### config.mk
export PLATFORM = sky130hd
export DESIGN_NAME = local_to_vme_map_decoders
export DESIGN_NICKNAME = d
export VERILOG_FILES = /design/src/include/lvme_map_pkg.sv /design/src/hdl/seg_window.sv /design/src/hdl/global_control_status_block_slave_decode.sv /design/src/hdl/local_to_vme_map_decoders.sv
export VERILOG_INCLUDE_DIRS = /design/src /design/src/include
export SDC_FILE = /design/constraint.sdc
export NUM_CORES = 1
export LEC_CHECK = 0
export BUFFER_PORTS_ARGS = -buffer_cell sky130_fd_sc_hd__buf_2
export CORE_UTILIZATION = 45
export CTS_BUF_LIST = sky130_fd_sc_hd__clkbuf_4 sky130_fd_sc_hd__clkbuf_8 sky130_fd_sc_hd__clkbuf_16
export DETAILED_ROUTE_END_ITERATION = 8
export GPL_TIMING_DRIVEN = 0
export SETUP_SLACK_MARGIN = 0.4
export SYNTH_ARGS = -nofsm -noshare
export SYNTH_HDL_FRONTEND = slang
export SYNTH_SLANG_ARGS = --single-unit
### constraint.sdc
create_clock -name core_clk -period 6.4 [get_ports core_clk]
set_input_delay 0.32 -clock core_clk [delete_from_list [all_inputs] [get_ports core_clk]]
set_output_delay 0.32 -clock core_clk [all_outputs]
set_load 0.05 [all_outputs]
### src/include/lvme_map_cfg.svh
// Purpose: Offsets, field positions and reset values for the outbound map decoders
// Assumes: APB byte addresses, one 32-bit word per register
// Notes:   Summary list follows
// Summary of operation
// - Segment 1 word holds end address high half, start low half, writable.
// - Segments 2 to 4 repeat that pair at successive words, reset cleared.
// - Segment 4 alone has translation address high, translation select low.
// - Set select bit drives upper VME address from translation bit, else local.
// - Segments span 64 KB steps, one step up to the full 4 GB.
// - One attribute byte per segment: D16, write post, six-bit modifier.
// - A hit presents that segment's modifier code on the VME master cycle.
// - Write post set ends local write early, else waits for VME write.
// - D16 bit set gives 16-bit transfers, clear gives 32-bit.
// - Group field bits 31-24, reset zero, compared with VME A15-A8.
// - Board field bits 23-20, reset all ones, compared with VME A7-A4.
// - Board value all ones disables global block decoder, 0-14 enable it.
// - A16 address group,F,odd 1-7 selects location monitors 0-3 instead.
// - Enable bits 19-16, one per segment, cleared at reset.
`ifndef LVME_MAP_CFG_SVH
`define LVME_MAP_CFG_SVH
`define SEG1_ADDR_OFS    12'h014
`define SEG2_ADDR_OFS    12'h018
`define SEG3_ADDR_OFS    12'h01C
`define SEG4_ADDR_OFS    12'h020
`define SEG4_XLATE_OFS   12'h024
`define SEG_ATTR_OFS     12'h028
`define GLOBAL_CONTROL_STATUS_BLOCK_CTRL_OFS    12'h02C
`define HIT_STATUS_OFS   12'h030
`define ATTR_D16_BIT     7
`define ATTR_WP_BIT      6
`define GROUP_LSB        24
`define BOARD_LSB        20
`define ENABLE_LSB       16
`define GROUP_RESET      8'h00
`define BOARD_RESET      4'hF
`define BOARD_OFF        4'hF
`define MON_NIBBLE       4'hF
`endif

### src/include/lvme_map_pkg.sv
// Purpose: Types shared by the outbound map decoder files
// Assumes: Nothing beyond the cfg header
// Notes:   Cycle phases of the outbound master
package lvme_map_pkg;
  typedef enum logic [1:0] {
    OB_IDLE = 2'b00,
    OB_VME  = 2'b01,
    OB_DONE = 2'b11
  } ob_state_t;
  typedef logic [15:0] seg_addr_t;
  typedef logic [7:0]  seg_attr_t;
endpackage : lvme_map_pkg

### src/hdl/seg_window.sv
// Purpose: One outbound segment range compare
// Assumes: Bounds in 64 KB units
// Notes:   Combinational
`include "lvme_map_cfg.svh"
module seg_window
  import lvme_map_pkg::*;
(
  input  wire seg_addr_t start_addr,
  input  wire seg_addr_t end_addr,
  input  wire logic      enable,
  input  wire seg_addr_t local_hi,
  output logic           hit
);
  // Inclusive bounds, so start == end is one 64 KB step
  assign hit = enable && (local_hi >= start_addr) && (local_hi <= end_addr);
endmodule : seg_window

### src/hdl/global_control_status_block_slave_decode.sv
// Purpose: Inbound decode of the global control/status block on A16
// Assumes: VME address sampled by the parent
// Notes:   Monitor slots win over the register block
`include "lvme_map_cfg.svh"
module global_control_status_block_slave_decode (
  input  wire logic [7:0]  group_addr,
  input  wire logic [3:0]  board_addr,
  input  wire logic [15:0] vme_addr,
  input  wire logic        a16_cycle,
  output logic             block_hit,
  output logic [3:0]       monitor_hit
);
  logic grp_match;
  logic mon_slot;
  assign grp_match = a16_cycle && (vme_addr[15:8] == group_addr);
  assign mon_slot  = grp_match && (vme_addr[7:4] == `MON_NIBBLE)
                     && vme_addr[0] && !vme_addr[3];
  always_comb begin
    monitor_hit = 4'h0;
    if (mon_slot) begin
      monitor_hit[vme_addr[2:1]] = 1'b1;
    end
  end
  assign block_hit = grp_match && !mon_slot && (board_addr != `BOARD_OFF)
                     && (vme_addr[7:4] == board_addr);
endmodule : global_control_status_block_slave_decode

### src/hdl/local_to_vme_map_decoders.sv
// Purpose: Outbound map decoder registers, segment hit and VME master cycle control
// Assumes: Local and VME bus inputs arrive asynchronously; APB on core_clk
// Notes:   One local request at a time; VME handshake is level req/done
`include "lvme_map_cfg.svh"
module local_to_vme_map_decoders
  import lvme_map_pkg::*;
(
  input  wire logic        core_clk,
  input  wire logic        rst_n,
  input  wire logic        psel,
  input  wire logic        penable,
  input  wire logic        pwrite,
  input  wire logic [11:0] paddr,
  input  wire logic [31:0] pwdata,
  output logic      [31:0] prdata,
  output logic             pready,
  output logic             pslverr,
  input  wire logic        local_req,
  input  wire logic        local_write,
  input  wire logic [31:0] local_addr,
  output logic             local_ack,
  output logic             local_miss,
  output logic             vme_req,
  output logic             vme_write,
  output logic      [31:0] vme_addr_out,
  output logic      [5:0]  vme_am,
  output logic             vme_d16,
  input  wire logic        vme_done,
  input  wire logic [15:0] vme_addr_in,
  input  wire logic        vme_a16_cycle,
  output logic             global_control_status_block,
  output logic             location_monitor_0,
  output logic             location_monitor_1,
  output logic             location_monitor_2,
  output logic             location_monitor_3
);
  seg_addr_t   seg_start [4];
  seg_addr_t   seg_end   [4];
  seg_attr_t   seg_attr  [4];
  seg_addr_t   xlate_addr;
  seg_addr_t   xlate_sel;
  logic [7:0]  group_addr;
  logic [3:0]  board_addr;
  logic [3:0]  seg_enable;
  logic        segment1_enable;
  logic        segment2_enable;
  logic        segment3_enable;
  logic        segment4_enable;
  logic [3:0]  seg_hit;
  logic [1:0]  hit_idx;
  logic        any_hit;
  logic [3:0]  last_hit;
  logic        last_miss;
  ob_state_t   ob_state;
  logic        posted;
  logic        apb_wr;
  logic        apb_rd;
  logic [31:0] next_prdata;
  logic        addr_ok;
  // Two-flop synchronisers for pins
  logic        req_s1, req_s2;
  logic        done_s1, done_s2;
  logic        a16_s1, a16_s2;
  logic [15:0] vaddr_s1, vaddr_s2;
  logic [31:0] laddr_s1, laddr_s2;
  logic        lwr_s1, lwr_s2;
  logic [3:0]  mon_hit;
  logic        blk_hit;

  assign segment1_enable = seg_enable[0];
  assign segment2_enable = seg_enable[1];
  assign segment3_enable = seg_enable[2];
  assign segment4_enable = seg_enable[3];

  always_ff @(posedge core_clk or negedge rst_n) begin
    if (!rst_n) begin
      req_s1   <= 1'b0;
      req_s2   <= 1'b0;
      done_s1  <= 1'b0;
      done_s2  <= 1'b0;
      a16_s1   <= 1'b0;
      a16_s2   <= 1'b0;
      vaddr_s1 <= 16'h0000;
      vaddr_s2 <= 16'h0000;
      laddr_s1 <= 32'h0000_0000;
      laddr_s2 <= 32'h0000_0000;
      lwr_s1   <= 1'b0;
      lwr_s2   <= 1'b0;
    end else begin
      req_s1   <= local_req;
      req_s2   <= req_s1;
      done_s1  <= vme_done;
      done_s2  <= done_s1;
      a16_s1   <= vme_a16_cycle;
      a16_s2   <= a16_s1;
      vaddr_s1 <= vme_addr_in;
      vaddr_s2 <= vaddr_s1;
      laddr_s1 <= local_addr;
      laddr_s2 <= laddr_s1;
      lwr_s1   <= local_write;
      lwr_s2   <= lwr_s1;
    end
  end

  // APB: zero-wait slave, unmapped offsets answer with pslverr
  assign pready = 1'b1;
  assign apb_wr = psel && penable && pwrite && addr_ok;
  assign apb_rd = psel && !penable && !pwrite;

  always_comb begin
    addr_ok     = 1'b1;
    next_prdata = 32'h0000_0000;
    if (paddr == `SEG1_ADDR_OFS) begin
      next_prdata = {seg_end[0], seg_start[0]};
    end else if (paddr == `SEG2_ADDR_OFS) begin
      next_prdata = {seg_end[1], seg_start[1]};
    end else if (paddr == `SEG3_ADDR_OFS) begin
      next_prdata = {seg_end[2], seg_start[2]};
    end else if (paddr == `SEG4_ADDR_OFS) begin
      next_prdata = {seg_end[3], seg_start[3]};
    end else if (paddr == `SEG4_XLATE_OFS) begin
      next_prdata = {xlate_addr, xlate_sel};
    end else if (paddr == `SEG_ATTR_OFS) begin
      next_prdata = {seg_attr[3], seg_attr[2], seg_attr[1], seg_attr[0]};
    end else if (paddr == `GLOBAL_CONTROL_STATUS_BLOCK_CTRL_OFS) begin
      next_prdata = {group_addr, board_addr, seg_enable, 16'h0000};
    end else if (paddr == `HIT_STATUS_OFS) begin
      next_prdata = {26'h0000000, last_miss, posted, last_hit};
    end else begin
      addr_ok = 1'b0;
    end
  end

  assign pslverr = psel && penable && !addr_ok;

  // Read data captured in setup so it comes from flops in access
  always_ff @(posedge core_clk or negedge rst_n) begin
    if (!rst_n) begin
      prdata <= 32'h0000_0000;
    end else if (apb_rd) begin
      prdata <= next_prdata;
    end
  end

  always_ff @(posedge core_clk or negedge rst_n) begin
    if (!rst_n) begin
      for (int i = 0; i < 4; i++) begin
        seg_start[i] <= 16'h0000;
        seg_end[i]   <= 16'h0000;
      end
    end else if (apb_wr) begin
      for (int i = 0; i < 4; i++) begin
        if (paddr == `SEG1_ADDR_OFS + 12'(4 * i)) begin
          seg_end[i]   <= pwdata[31:16];
          seg_start[i] <= pwdata[15:0];
        end
      end
    end
  end

  always_ff @(posedge core_clk or negedge rst_n) begin
    if (!rst_n) begin
      xlate_addr <= 16'h0000;
      xlate_sel  <= 16'h0000;
    end else if (apb_wr && paddr == `SEG4_XLATE_OFS) begin
      xlate_addr <= pwdata[31:16];
      xlate_sel  <= pwdata[15:0];
    end
  end

  always_ff @(posedge core_clk or negedge rst_n) begin
    if (!rst_n) begin
      for (int i = 0; i < 4; i++) begin
        seg_attr[i] <= 8'h00;
      end
    end else if (apb_wr && paddr == `SEG_ATTR_OFS) begin
      for (int i = 0; i < 4; i++) begin
        seg_attr[i] <= pwdata[8*i +: 8];
      end
    end
  end

  // Group/board may change any time; bus ownership is software's duty
  always_ff @(posedge core_clk or negedge rst_n) begin
    if (!rst_n) begin
      group_addr <= `GROUP_RESET;
      board_addr <= `BOARD_RESET;
      seg_enable <= 4'h0;
    end else if (apb_wr && paddr == `GLOBAL_CONTROL_STATUS_BLOCK_CTRL_OFS) begin
      group_addr <= pwdata[`GROUP_LSB +: 8];
      board_addr <= pwdata[`BOARD_LSB +: 4];
      seg_enable <= pwdata[`ENABLE_LSB +: 4];
    end
  end

  // Segment compares
  genvar g;
  generate
    for (g = 0; g < 4; g++) begin : g_seg
      seg_window u_win (
        .start_addr (seg_start[g]),
        .end_addr   (seg_end[g]),
        .enable     (seg_enable[g]),
        .local_hi   (laddr_s2[31:16]),
        .hit        (seg_hit[g])
      );
    end
  endgenerate

  // Overlap is illegal; lowest segment wins if it happens
  always_comb begin
    hit_idx = 2'd0;
    if (seg_hit[0]) begin
      hit_idx = 2'd0;
    end else if (seg_hit[1]) begin
      hit_idx = 2'd1;
    end else if (seg_hit[2]) begin
      hit_idx = 2'd2;
    end else begin
      hit_idx = 2'd3;
    end
  end
  assign any_hit = |seg_hit;

  // Outbound cycle: local address held stable while local_req is high
  always_ff @(posedge core_clk or negedge rst_n) begin
    if (!rst_n) begin
      ob_state     <= OB_IDLE;
      vme_req      <= 1'b0;
      vme_write    <= 1'b0;
      vme_addr_out <= 32'h0000_0000;
      vme_am       <= 6'h00;
      vme_d16      <= 1'b0;
      local_ack    <= 1'b0;
      local_miss   <= 1'b0;
      posted       <= 1'b0;
      last_hit     <= 4'h0;
      last_miss    <= 1'b0;
    end else begin
      case (ob_state)
        OB_IDLE: begin
          if (req_s2 && !local_ack && !local_miss) begin
            if (any_hit) begin
              vme_req   <= 1'b1;
              vme_write <= lwr_s2;
              vme_am    <= seg_attr[hit_idx][5:0];
              vme_d16   <= seg_attr[hit_idx][`ATTR_D16_BIT];
              if (hit_idx == 2'd3) begin
                vme_addr_out <= {(xlate_addr & xlate_sel)
                                 | (laddr_s2[31:16] & ~xlate_sel),
                                 laddr_s2[15:0]};
              end else begin
                vme_addr_out <= laddr_s2;
              end
              posted    <= lwr_s2 && seg_attr[hit_idx][`ATTR_WP_BIT];
              local_ack <= lwr_s2 && seg_attr[hit_idx][`ATTR_WP_BIT];
              last_hit  <= seg_hit;
              last_miss <= 1'b0;
              ob_state  <= OB_VME;
            end else begin
              local_miss <= 1'b1;
              last_miss  <= 1'b1;
              last_hit   <= 4'h0;
            end
          end else if (!req_s2) begin
            local_ack  <= 1'b0;
            local_miss <= 1'b0;
          end
        end
        OB_VME: begin
          if (!req_s2) begin
            local_ack <= 1'b0;
          end
          if (done_s2) begin
            vme_req  <= 1'b0;
            // Unposted cycles end locally only now
            local_ack <= !posted || req_s2;
            ob_state <= OB_DONE;
          end
        end
        OB_DONE: begin
          if (!done_s2) begin
            posted   <= 1'b0;
            ob_state <= OB_IDLE;
          end
        end
        default: begin
          ob_state <= OB_IDLE;
        end
      endcase
    end
  end

  // Inbound global block decode
  global_control_status_block_slave_decode u_global_control_status_block (
    .group_addr  (group_addr),
    .board_addr  (board_addr),
    .vme_addr    (vaddr_s2),
    .a16_cycle   (a16_s2),
    .block_hit   (blk_hit),
    .monitor_hit (mon_hit)
  );

  always_ff @(posedge core_clk or negedge rst_n) begin
    if (!rst_n) begin
      global_control_status_block <= 1'b0;
      location_monitor_0          <= 1'b0;
      location_monitor_1          <= 1'b0;
      location_monitor_2          <= 1'b0;
      location_monitor_3          <= 1'b0;
    end else begin
      global_control_status_block <= blk_hit;
      location_monitor_0          <= mon_hit[0];
      location_monitor_1          <= mon_hit[1];
      location_monitor_2          <= mon_hit[2];
      location_monitor_3          <= mon_hit[3];
    end
  end

  a_board_off_blocks: assert property (@(posedge core_clk) disable iff (!rst_n)
    (board_addr == 4'hF) |=> !global_control_status_block)
    else $error("global block decoded while board field is all ones");

  a_enable_reset: assert property (@(posedge core_clk) disable iff (!rst_n)
    $rose(rst_n) |-> seg_enable == 4'h0)
    else $error("segment enables not cleared");

  a_hit_needs_enable: assert property (@(posedge core_clk) disable iff (!rst_n)
    seg_hit[0] |-> segment1_enable && laddr_s2[31:16] >= seg_start[0]
                   && laddr_s2[31:16] <= seg_end[0])
    else $error("segment one hit outside its window");

  a_am_from_attr: assert property (@(posedge core_clk) disable iff (!rst_n)
    (ob_state == OB_IDLE && req_s2 && !local_ack && !local_miss && any_hit)
    |=> vme_req && vme_am == $past(seg_attr[hit_idx][5:0]))
    else $error("modifier code not taken from hit segment");

  a_d16_from_attr: assert property (@(posedge core_clk) disable iff (!rst_n)
    $rose(vme_req) |-> vme_d16 == $past(seg_attr[hit_idx][7]))
    else $error("transfer width not from attribute");

  a_unposted_waits: assert property (@(posedge core_clk) disable iff (!rst_n)
    (vme_req && !posted) |-> !local_ack)
    else $error("unposted write acked before VME done");

  a_xlate_bits: assert property (@(posedge core_clk) disable iff (!rst_n)
    ($rose(vme_req) && $past(hit_idx) == 2'd3)
    |-> vme_addr_out[31:16] == (($past(xlate_addr) & $past(xlate_sel))
        | ($past(laddr_s2[31:16]) & ~$past(xlate_sel))))
    else $error("upper address translation wrong");

  a_monitor_slot: assert property (@(posedge core_clk) disable iff (!rst_n)
    (a16_s2 && vaddr_s2 == {group_addr, 8'hF3}) |=> location_monitor_1
      && !global_control_status_block)
    else $error("monitor slot not decoded");

  a_group_reset: assert property (@(posedge core_clk) disable iff (!rst_n)
    $rose(rst_n) |-> group_addr == 8'h00 && board_addr == 4'hF)
    else $error("group or board reset value wrong");
endmodule : local_to_vme_map_decoders

==> flow_metrics.py <==
metrics = {
    "outcome": {
        "status": "finished clean",
    },
    "yosys": {
        "syn_nets": 1769,
        "yosys.area.top_type": "dfrtp_1",
        "syn_area_per_cell_um2": 12.1,
        "synthCells": 1540,
        "synth_top_area_frac": 0.532,
        "synth_ff_type": "dfrtp_1",
        "synth.distinct_cells": 60,
        "ys_warn_count": 0,
        "synth-edff-count": 0,
        "postSynth.asyncResetShare": 1.00,
        "netlist_area_um2": 18600,
        "ys_seq_area_frac": 0.538,
        "synth_seq_cells": 400,
        "ys_top_cells_by_area": "dfrtp_1 (53%), mux2_2 (13%), ha_1 (8.6%)",
    },
    "min_path": {
        "whs_path_depth": 2,
        "min_to": "seg_start[18]",
        "hp-start": "pwdata[2]",
        "min_path_type": "in2reg",
    },
    "floorplanning": {
        "floorplan.initialDensity": 0.456,
        "die_w_um": 205,
        "core_um2": 40800,
        "die_area_um2": 42200,
        "rows": 74,
        "io_pins": 183,
        "die_y_um": 205,
    },
    "timing": {
        "grt_setup_unrepaired": "false",
        "fin_crit_ns": 4.19,
        "fin_ws_ns": 2.21,
        "timing.slew.headroom": 0.226,
        "worstMarginPinSlew_ns": 1.16,
        "skew_ns": 0.0374,
        "fin_crit_sh": 0.655,
        "hold_viol": 0,
        "fmax_mhz": 239,
        "whs_ns": 0.0449,
        "maxSlewViolCount": 0,
        "setup_viol_count_final": 0,
    },
    "worst_setup_path": {
        "cp_data_required_time_ns": 6.94,
        "critPathMaxStageDelay_ns": 0.81,
        "worstPathCellList": "ha_1, a211o_1, a31oi_1, o31ai_1, a221oi_1, a21oi_1, clkbuf_1, a211oi_1, o22a_1",
        "r2r_cells": 9,
        "critPathCaptureType": "flip-flop",
        "r2r_start": "laddr_s2[18]",
        "critPathKind": "reg2reg",
        "r2r_end": "vme_am[3]",
        "slowest_stage": "dfrtp_1",
        "r2r_slack_ns": 2.21,
        "start_kind": "flip-flop",
        "cp_data_arrival_time_ns": 4.73,
        "worst-path-max-fanout": 10,
    },
    "global_routing": {
        "grt.total_usage": 0.271,
        "grt_pass1_wl_um": 82900,
        "antenna_found_initial": 0,
        "grt_overflow_total": 0,
        "grt_pass1_vias": 13400,
        "grt_max_degree": 124,
    },
    "clocking": {
        "cts_buffers": 45,
        "clock_path_buffers": 3,
        "path_clk_slew_ns": 0.06,
        "clk_latency_ns": 0.60,
        "cts_tree": "built",
        "htreeDepth": 2,
        "post_cts_buffers": 0,
        "cts.sinks": 400,
        "cts_root_buffer": "clkbuf_16",
    },
    "routing": {
        "antenna_left": 0,
        "viasPerCell": 5.65,
        "routed_wl_um": 56200,
        "vias": 13500,
        "dr.pass1.iters": 6,
        "drc": 0,
        "wl_per_cell_um": 23.5,
        "drt_first_iter_violations": 1034,
    },
    "final_layout": {
        "area_delta_synth_final_pct": 20.0,
        "antennaDiodeCount": 0,
        "design_area_um2": 22300,
        "drive_above_1_share": 0.276,
        "final_nets": 2052,
    },
    "place": {
        "dp_slack_ns": 2.30,
        "io_buffers": 180,
        "dp_hpwl_um": 41500,
        "placed_cell_area_um2": 20300,
        "place_congestion": 0.908,
    },
    "pwr": {
        "p_leak_uw": 0.0106,
        "irDropWorstVdd_mv": 0.183,
        "power_density_nw_per_um2": 258,
        "p_total_uw": 5770,
    },
    "flow_run": {
        "drv_cap": 0,
    },
}
==> how the worst max path moves through the flow <==
stage | slack (ns) | cells past startpoint | end | from
finish | 2.21 | 9 | vme_am[3] | laddr_s2[18]
global route | 2.17 | 14 | vme_addr_out[31] | laddr_s2[16]
CTS | 2.30 | 14 | vme_addr_out[31] | laddr_s2[16]
detailed placement | 2.30 | 9 | seg_end[29] | paddr[11]
global placement | -2.91 | 1 | location_monitor_3 | rst_n
floorplan | 3.39 | 14 | vme_am[0] | laddr_s2[16]
==> final cells by class <==
type / instances / area [um^2]
timing repair buffer: 236 / 1520
multi-input combinational: 948 / 7820
sequential: 400 / 10000
clock inverter: 24 / 267
inverter: 130 / 488
fill: 3516 / 18500
clock buffer: 57 / 1270
tap: 532 / 666
buffer: 62 / 299
==> critical path, delay by kind of cell, from the launching register on <==
kind,cells,cell delay [ns]
compound gates,7,2.55
fa+ha+maj,1,0.37
buf+inv,1,0.38
flops,1,0.81
==> synthesized netlist by cell type, types with 8 or more instances <==
cell type and instances:
a211oi_1 11, a21o_1 12, a21oi_1 80, a221oi_1 27, a222oi_1 8, a22oi_1 52, a31oi_1 30, buf_1 20
buf_6 8, clkbuf_1 31, dfrtp_1 396, ha_1 128, inv_1 130, mux2_2 209, mux2_4 17, mux2i_1 25
nand2_1 81, nand3_1 18, nand4_1 30, nor2_1 80, nor3_1 11, o211ai_1 8, o21a_1 10, o21ai_0 28
==> layout by cell type (no fill, tap or decap), drive strengths merged, types with 13 or more instances in the layout <==
master         n
a31oi         30
clkinv        13
o21ai         29
mux2i         25
mux2         226
nor2          80
ha           128
a22oi         52
a21oi         81
dfrtp        396
nand2         81
inv          132
nand4         30
nand3         18
a221oi        27
dlygate4sd3   53
clkbuf        88
buf          214
==> per-stage QoR <==
step,instances,setup TNS [ns],utilization
2_1_floorplan,1540,0,-
3_3_place_gp,2252,-1139.89,0.494
3_5_place_dp,2255,0,0.497
4_1_cts,2389,0,0.547
5_1_grt,2389,0,0.547
6_report,2389,0,0.547
==> per-layer routing <==
metal / part of all wire / global-route usage / vias to the layer above
li1: - / - / 6125
met1: 0.43 / 0.360 / 6791
met2: 0.46 / 0.429 / 474
met3: 0.072 / 0.0580 / 101
met4: 0.040 / 0.115 / 0
met5: 0 / 0 / -
==> cell families after synthesis <==
logic type / after synthesis / share of synthesized area
and+or+nand+nor: 263 / 0.0670
DFF: 400 / 0.538
xor gates and xnor gates: 12 / 0.00564
buffers and inverters: 192 / 0.0423
muxes: 251 / 0.154
AOI/OAI and AO/OA: 293 / 0.108
other: 1 / 0.000201
adders and majority gates: 128 / 0.0860
==> sequential cells by signal (all words and copies together), names as in the netlist, 6 cells and up <==
register	cells
seg_end	64
seg_start	64
laddr_s1	32
laddr_s2	32
prdata	32
seg_attr	32
vme_addr_out	32
vaddr_s1	16
vaddr_s2	16
xlate_addr	16
xlate_sel	16
group_addr	8
vme_am	6
==> report_power, final <==
| group | internal (uW) | leakage (uW) | switching, uW |
|---|---|---|---|
| logic | 143 | 0.00461 | 303 |
| registers | 2590 | 0.00527 | 59.0 |
| clock network | 1580 | 0.000761 | 1090 |
==> repair_timing <==
item,4_1_cts,5_1_grt
endpoints found under the hold margin,107,0
hold buffers,53,0
gates resized for setup,0,0
Note: power is estimated with default switching activity, not from simulation.
